`src/logic/ebc_params.svh`:
```
// What this block does
// - Release bit resets 0; pins become ports
// - Release bit 1 allows request/grant handoff
// - Request-out enable resets 0; drives request
// - Request-out enable 0 leaves pin as port
// - Idle length bit: 0 one, 1 two
// - Idle between reads to different areas
// - Idle between read then write
// - Idle between write then read
// - Write buffer enable for external writes and DMA single transfers
// - Stall pin enable honours wait input
// - Reserved bits reset 0, stay read/write
`ifndef EBC_PARAMS_SVH
`define EBC_PARAMS_SVH
`define EBC_CTRL_REG_ADDR  12'h000
`define EBC_CTRL_REG_RESET 16'h1C00
`define EBC_BIT_RELEASE   15
`define EBC_BIT_REQ_OE    14
`define EBC_BIT_IDLE_LEN  12
`define EBC_BIT_AREA      11
`define EBC_BIT_RW        10
`define EBC_BIT_WBUF      9
`define EBC_BIT_STALL     8
`define EBC_BIT_WR        2
`endif

```
`src/logic/ebc_pkg.sv`:
```
package ebc_pkg;
   typedef enum logic [1:0] {
      EBC_BUS_OWN  = 2'b00,
      EBC_BUS_REL  = 2'b01
   } ebc_bus_e;
   typedef enum logic [1:0] {
      EBC_CYC_IDLE = 2'b00,
      EBC_CYC_GAP  = 2'b01,
      EBC_CYC_RUN  = 2'b10
   } ebc_cyc_e;
endpackage

```
`src/logic/ebc_arbiter.sv`:
```
`timescale 1ns/1ns
`include "ebc_params.svh"
module ebc_arbiter (
   // Clock and reset
   input  wire logic core_clk,
   input  wire logic sys_rst,
   // Control
   input  wire logic release_en,
   input  wire logic req_out_en,
   input  wire logic int_need,
   input  wire logic refresh_req,
   input  wire logic cyc_busy,
   // Pins, active low; released is an active-high status
   input  wire logic bus_request_in_n,
   output logic      bus_grant_n,
   output logic      bus_request_out_n,
   output logic      released
);
   import ebc_pkg::*;
   ebc_bus_e st_q;
   always_ff @(posedge core_clk) begin
      if (sys_rst) begin
         st_q <= EBC_BUS_OWN;
      end else begin
         case (st_q)
            EBC_BUS_OWN: begin
               // Release only between cycles so no access is cut short.
               if (release_en && !bus_request_in_n && !cyc_busy) begin
                  st_q <= EBC_BUS_REL;
               end
            end
            EBC_BUS_REL: begin
               if (bus_request_in_n || !release_en) begin
                  st_q <= EBC_BUS_OWN;
               end
            end
            default: st_q <= EBC_BUS_OWN;
         endcase
      end
   end
   assign released = (st_q == EBC_BUS_REL);
   always_ff @(posedge core_clk) begin
      if (sys_rst) begin
         bus_grant_n       <= 1'b1;
         bus_request_out_n <= 1'b1;
      end else begin
         bus_grant_n       <= ~(released && release_en);
         bus_request_out_n <= ~(released && req_out_en
                                && (int_need || refresh_req));
      end
   end
endmodule

```
`src/logic/ebc_idle_gen.sv`:
```
`timescale 1ns/1ns
`include "ebc_params.svh"
module ebc_idle_gen (
   // Clock and reset
   input  wire logic core_clk,
   input  wire logic sys_rst,
   // Settings
   input  wire logic two_states,
   input  wire logic ins_area,
   input  wire logic ins_rw,
   input  wire logic ins_wr,
   // Cycle tracking
   input  wire logic start,
   input  wire logic start_wr,
   input  wire logic [2:0] start_area,
   input  wire logic done,
   output logic      gap_needed,
   output logic [1:0] gap_len
);
   logic       last_valid_q;
   logic       last_wr_q;
   logic [2:0] last_area_q;
   always_ff @(posedge core_clk) begin
      if (sys_rst) begin
         last_valid_q <= 1'b0;
         last_wr_q    <= 1'b0;
         last_area_q  <= 3'h0;
      end else if (start) begin
         last_valid_q <= 1'b1;
         last_wr_q    <= start_wr;
         last_area_q  <= start_area;
      end
   end
   always_comb begin
      gap_needed = 1'b0;
      if (last_valid_q && start) begin
         if (!last_wr_q && !start_wr && ins_area
             && last_area_q != start_area) begin
            gap_needed = 1'b1;
         end else if (!last_wr_q && start_wr && ins_rw) begin
            gap_needed = 1'b1;
         end else if (last_wr_q && !start_wr && ins_wr) begin
            gap_needed = 1'b1;
         end
      end
   end
   assign gap_len = two_states ? 2'h2 : 2'h1;
endmodule

```
`src/logic/ebc_ctrl.sv`:
```
`timescale 1ns/1ns
`include "ebc_params.svh"
module ebc_ctrl (
   // Clock and reset
   input  wire logic        core_clk,
   input  wire logic        sys_rst,
   // APB slave
   input  wire logic        psel,
   input  wire logic        penable,
   input  wire logic        pwrite,
   input  wire logic [11:0] paddr,
   input  wire logic [31:0] pwdata,
   output logic      [31:0] prdata,
   output logic             pready,
   output logic             pslverr,
   // Internal access request
   input  wire logic        acc_req,
   input  wire logic        acc_wr,
   input  wire logic [2:0]  acc_area,
   input  wire logic        acc_dma_single,
   input  wire logic        refresh_req,
   output logic             acc_ack,
   // External cycle pins
   output logic             ext_rd_n,
   output logic             ext_wr_n,
   output logic             wdata_buffered,
   input  wire logic        stall_in_n,
   // Bus release pins
   input  wire logic        bus_request_in_n,
   output logic             bus_grant_n,
   output logic             bus_request_out_n,
   // Pins returned to port use
   output logic             release_pins_are_port,
   output logic             req_out_pin_is_port,
   output logic             stall_pin_is_port
);
   import ebc_pkg::*;
   ////////////////////////////////////////////////////////////////////
   logic [15:0] bus_control_reg_q;
   logic        hit;
   logic        wr_en;
   assign hit   = (paddr == `EBC_CTRL_REG_ADDR);
   assign wr_en = psel && penable && pwrite && hit;
   assign pready  = 1'b1;
   assign pslverr = psel && penable && !hit;
   // Reserved bits keep what is written so software can read them back.
   always_ff @(posedge core_clk) begin
      if (sys_rst) begin
         bus_control_reg_q <= `EBC_CTRL_REG_RESET;
      end else if (wr_en) begin
         bus_control_reg_q <= pwdata[15:0];
      end
   end
   always_ff @(posedge core_clk) begin
      if (sys_rst) begin
         prdata <= 32'h0000_0000;
      end else if (psel && !penable && !pwrite) begin
         prdata <= hit ? {16'h0000, bus_control_reg_q} : 32'h0000_0000;
      end
   end
   logic ext_release_enable;
   logic bus_request_out_enable;
   logic idle_state_count_select;
   logic idle_insert_area_change;
   logic idle_insert_read_write;
   logic idle_insert_write_read;
   logic write_buffer_enable;
   logic stall_input_enable;
   assign ext_release_enable      = bus_control_reg_q[`EBC_BIT_RELEASE];
   assign bus_request_out_enable  = bus_control_reg_q[`EBC_BIT_REQ_OE];
   assign idle_state_count_select = bus_control_reg_q[`EBC_BIT_IDLE_LEN];
   assign idle_insert_area_change = bus_control_reg_q[`EBC_BIT_AREA];
   assign idle_insert_read_write  = bus_control_reg_q[`EBC_BIT_RW];
   assign idle_insert_write_read  = bus_control_reg_q[`EBC_BIT_WR];
   assign write_buffer_enable     = bus_control_reg_q[`EBC_BIT_WBUF];
   assign stall_input_enable      = bus_control_reg_q[`EBC_BIT_STALL];
   assign release_pins_are_port = !ext_release_enable;
   assign req_out_pin_is_port   = !bus_request_out_enable;
   assign stall_pin_is_port     = !stall_input_enable;
   ////////////////////////////////////////////////////////////////////
   ebc_cyc_e   cyc_q;
   logic [1:0] gap_cnt_q;
   logic       cur_wr_q;
   logic       released;
   logic       start;
   logic       gap_needed;
   logic [1:0] gap_len;
   logic       stall;
   ebc_arbiter u_arb (
      .core_clk          (core_clk),
      .sys_rst           (sys_rst),
      .release_en        (ext_release_enable),
      .req_out_en        (bus_request_out_enable),
      .int_need          (acc_req),
      .refresh_req       (refresh_req),
      // A cycle starting at this edge also blocks the hand-over.
      .cyc_busy          ((cyc_q != EBC_CYC_IDLE) || start),
      .bus_request_in_n  (bus_request_in_n),
      .bus_grant_n       (bus_grant_n),
      .bus_request_out_n (bus_request_out_n),
      .released          (released)
   );
   assign start = (cyc_q == EBC_CYC_IDLE) && acc_req && !released;
   ebc_idle_gen u_idle (
      .core_clk   (core_clk),
      .sys_rst    (sys_rst),
      .two_states (idle_state_count_select),
      .ins_area   (idle_insert_area_change),
      .ins_rw     (idle_insert_read_write),
      .ins_wr     (idle_insert_write_read),
      .start      (start),
      .start_wr   (acc_wr),
      .start_area (acc_area),
      .done       (acc_ack),
      .gap_needed (gap_needed),
      .gap_len    (gap_len)
   );
   // The pin is only looked at while enabled, else it is a free port.
   assign stall = stall_input_enable && !stall_in_n;
   always_ff @(posedge core_clk) begin
      if (sys_rst) begin
         cyc_q     <= EBC_CYC_IDLE;
         gap_cnt_q <= 2'h0;
         cur_wr_q  <= 1'b0;
      end else begin
         case (cyc_q)
            EBC_CYC_IDLE: begin
               if (start) begin
                  cur_wr_q <= acc_wr;
                  if (gap_needed) begin
                     cyc_q     <= EBC_CYC_GAP;
                     gap_cnt_q <= gap_len;
                  end else begin
                     cyc_q <= EBC_CYC_RUN;
                  end
               end
            end
            EBC_CYC_GAP: begin
               if (gap_cnt_q == 2'h1) begin
                  cyc_q <= EBC_CYC_RUN;
               end
               gap_cnt_q <= gap_cnt_q - 2'h1;
            end
            EBC_CYC_RUN: begin
               if (!stall) begin
                  cyc_q <= EBC_CYC_IDLE;
               end
            end
            default: cyc_q <= EBC_CYC_IDLE;
         endcase
      end
   end
   assign acc_ack = (cyc_q == EBC_CYC_RUN) && !stall;
   // Strobes are launched on the edge that enters the run state, so the
   // memory sees them while the cycle lasts and can stretch it.
   logic run_d;
   logic run_wr_d;
   always_comb begin
      run_d    = 1'b0;
      run_wr_d = cur_wr_q;
      case (cyc_q)
         EBC_CYC_IDLE: begin
            run_d    = start && !gap_needed;
            run_wr_d = acc_wr;
         end
         EBC_CYC_GAP: begin
            run_d = (gap_cnt_q == 2'h1);
         end
         EBC_CYC_RUN: begin
            run_d = stall;
         end
         default: begin
            run_d = 1'b0;
         end
      endcase
   end
   always_ff @(posedge core_clk) begin
      if (sys_rst) begin
         ext_rd_n       <= 1'b1;
         ext_wr_n       <= 1'b1;
         wdata_buffered <= 1'b0;
      end else begin
         // No strobe while idling between cycles or while released.
         ext_rd_n <= !(run_d && !run_wr_d);
         ext_wr_n <= !(run_d && run_wr_d);
         wdata_buffered <= write_buffer_enable && start
                           && (acc_wr || acc_dma_single);
      end
   end
endmodule

```
`config.mk`:
```
export PLATFORM = sky130hd
export DESIGN_NAME = ebc_ctrl
export DESIGN_NICKNAME = d
export VERILOG_FILES = /design/src/logic/ebc_pkg.sv /design/src/logic/ebc_arbiter.sv /design/src/logic/ebc_idle_gen.sv /design/src/logic/ebc_ctrl.sv
export VERILOG_INCLUDE_DIRS = /design/src /design/src/logic
export SDC_FILE = /design/constraint.sdc
export NUM_CORES = 1
export LEC_CHECK = 0
export BUFFER_PORTS_ARGS = -buffer_cell sky130_fd_sc_hd__buf_2
export CAP_MARGIN = 15
export CORE_MARGIN = 5
export CORE_UTILIZATION = 45
export CTS_CLUSTER_DIAMETER = 40
export DETAILED_ROUTE_END_ITERATION = 8
export PLACE_DENSITY = 0.83
export SYNTH_ARGS = -nofsm -noshare
export SYNTH_HDL_FRONTEND = slang
export SYNTH_SLANG_ARGS = --single-unit
```
`constraint.sdc`:
```
create_clock -name core_clk -period 2.5 [get_ports core_clk]
set_input_delay 0.5 -clock core_clk [delete_from_list [all_inputs] [get_ports core_clk]]
set_output_delay 0.5 -clock core_clk [all_outputs]
set_load 0.03 [all_outputs]
```
==> impl_metrics.yaml <==
power:
  p_switching_mw: 0.349
  p_int_mw: 1.03
  power_density_nw_per_um2: 569
  combPwrFrac_pct: 12.3
  leakage_nw: 1.16
  power_frac_seq_pct: 57.3
  switching_share_pct: 25.3
  clockPowerShare_pct: 30.4
  vdd_drop_max_v: 0.000311
routing:
  wl_per_cell_microns: 12.8
  finalWirelength_microns: 4330
  ant_nets: 0
  drc: 0
  drt_iter0_markers: 83
  vias: 1682
  drtPass1Iterations: 4
  via_per_inst: 4.98
floorplanning:
  fp.dieArea_sq_um: 5980
  die_w_microns: 77.3
  rows: 24
  start_util_pct: 46.5
  ios: 101
  coreArea_sq_um: 4380
  die_y_microns: 77.3
yosys:
  avgSynthCellArea_sq_um: 9.27
  ys_ff_latch: 48
  yosysSeqAreaShare_pct: 47.1
  synth_cell_type_count: 39
  ys_warn_count: 0
  netlist_area_sq_um: 2040
  synthCells: 220
clocking:
  postCtsResizedCells: 0
  cts_sinks: 48
  cts_hold_buf: 0
  clkSlewWorstSetupHoldPaths_ps: 80
  cts_setup_buffers: 0
  cts_tree: "built"
  clk_path_buf_depth: 2
  cts_buffers: 5
  cts_root_buf: "clkbuf_8"
  h-tree-depth: 2
  clk_latency_ps: 290
critical_path:
  crit_chain: "buf_2 -> or4_4 -> o311a_1 -> buf_2"
  r2r_cells: 5
  r2r-start: "cyc_q[1]"
  path_class: "in2out"
  required_ps: 2000
  critPathMostFrequentCell: "buf_2"
  crit_start: "paddr[8]"
  arrival_ps: 1680
  slowest_delay_ps: 550
  ff2ff_setup_slack_ps: 640
  crit_fanout: 3
  worstReg2RegEnd: "ext_rd_n"
  start_kind: "input port"
  critPathCaptureType: "output port"
  cp_slowest_cell: "or4_4"
layout:
  n_antenna_cell: 0
  fin_util_pct: 55.3
  layout.nets: 345
  drive_above_1_share_pct: 30.1
  final_cells: 338
  mostFrequentLayoutCell: "buf_2"
  area_growth_pct: 19.0
  layout_common_cells: "67 x buf_2, 48 x dfxtp_1, 39 x nor2_1, 17 x conb_1, 16 x a22oi_1"
sta:
  finalSetupTns_ps: 0
  period_needed_ps: 2180
  drv_slew: 0
  finalClockSkew_ps: 5.86
  holdWs_ps: 372
  worst_slack_ps: 319
  setup_viol: 0
  period_share_pct: 87.2
  rsz0062_at_grt: "no"
  hold_viol_final: 0
  timing.fmax_ghz: 0.459
flow_run:
  drv_cap: 0
placed_design:
  port_buffers: 67
  gp_congestion: 0.739
  dpl.cell_count: 331
  pre_cts_ws_ps: 184
  dpl.hpwl_microns: 3250
min_path:
  hold_depth: 2
  holdCritStartpoint: "bus_request_in_n"
  hold-path-endpoint: "u_arb.st_q[0]"
  hold_class: "in2reg"
grt:
  grt_pass1_wl_microns: 7190
  grt_max_degree: 48
  track_usage_pct: 14.5
  grt_pass1_vias: 1618
  overflow: 0
  antenna_found_initial: 0
run_status:
  status: "finished, final reports clean"
[layout make-up]
class | count | area, sq um
fill | 406 | 1960
sequential | 48 | 961
multi-input combinational | 150 | 916
timing repair buffer | 72 | 373
clock buffer | 6 | 72.6
tap | 52 | 65.1
inverter | 9 | 33.8
clock inverter | 1 | 5.00
[cells in the mapped netlist, drive strengths merged]
cell	n	area share, %
ha	1	0.61
a221oi	1	0.43
nand3	1	0.25
buf	22	8.0
nand3b	1	0.37
nand4bb	1	0.55
a31oi	1	0.31
nor2b	4	1.2
xnor2	3	1.3
o21ai	1	0.25
or3	1	0.31
nor4	2	0.92
nand2b	2	0.61
o21a	2	0.74
o211ai	4	1.5
clkbuf	6	1.1
nor4b	3	1.3
nor3	2	0.49
or4b	1	0.49
conb	2	0.37
a22oi	16	5.9
a211o	3	1.3
mux2	1	0.55
nor2	39	7.2
and2	1	0.31
inv	9	1.7
or4	4	1.8
a21oi	7	1.7
mux2i	13	6.4
nor3b	2	0.74
dfxtp	48	47
or3b	3	1.3
o311a	2	0.98
nand2	11	2.0
[power by group through the flow]
stage | Combinational [mW] | Clock (mW) | Sequential, mW
6_report | 0.170 | 0.420 | 0.792
4_1_cts | 0.170 | 0.437 | 0.791
5_1_grt | 0.187 | 0.477 | 0.795
3_5_place_dp | 0.169 | 0 | 0.809
3_3_place_gp | 0.167 | 0 | 0.809
2_1_floorplan | 0.129 | 0 | 0.813
[routing by layer]
metal,track usage (%),wire (microns)
met1,17.3,1840
met2,24.6,2080
met3,4.57,356
met4,4.64,53
met5,0,0
[worst max-delay path: cells and delay by family]
family / cells / cell delay [ps]
AND/OR/NAND/NOR: 1 / 550
buffers and inverters: 2 / 270
AO/OA/AOI/OAI: 1 / 360
[how the worst max path moves through the flow]
stage / end / slack, ps / cells past startpoint
floorplan: bus_control_reg_q[0] / 330 / 6
global placement: bus_control_reg_q[11] / 180 / 5
detailed placement: bus_control_reg_q[11] / 180 / 5
CTS: pslverr / 320 / 4
global route: pslverr / 310 / 4
finish: pslverr / 320 / 4
[flip-flops by register name, summed over array words and instances, names as in the netlist, 2 cells and up]
signal,flops
prdata,16
u_idle.last_area_q,3
gap_cnt_q,2
bus_control_reg_q,16
cyc_q,2
[per-stage QoR]
| step | area [sq um] | power, mW |
|---|---|---|
| detailed placement | 2350 | 0.979 |
| global route | 2430 | 1.46 |
| finish | 2430 | 1.38 |
| global placement | 2350 | 0.976 |
| floorplan | 2100 | 0.942 |
| CTS | 2430 | 1.40 |
[cells by family (layout without fill, tap and decap cells)]
kind of cell	Yosys count	in the layout	synth area share, %
compound gates	37	37	13.1
xor+xnor	3	3	1.29
fa+ha+maj	1	1	0.613
buf+inv	37	88	10.7
flops	48	48	47.1
mux	14	14	6.93
other cells	2	17	0.368
simple gates	78	78	19.9
No activity file was read; power rests on OpenSTA's default activity.
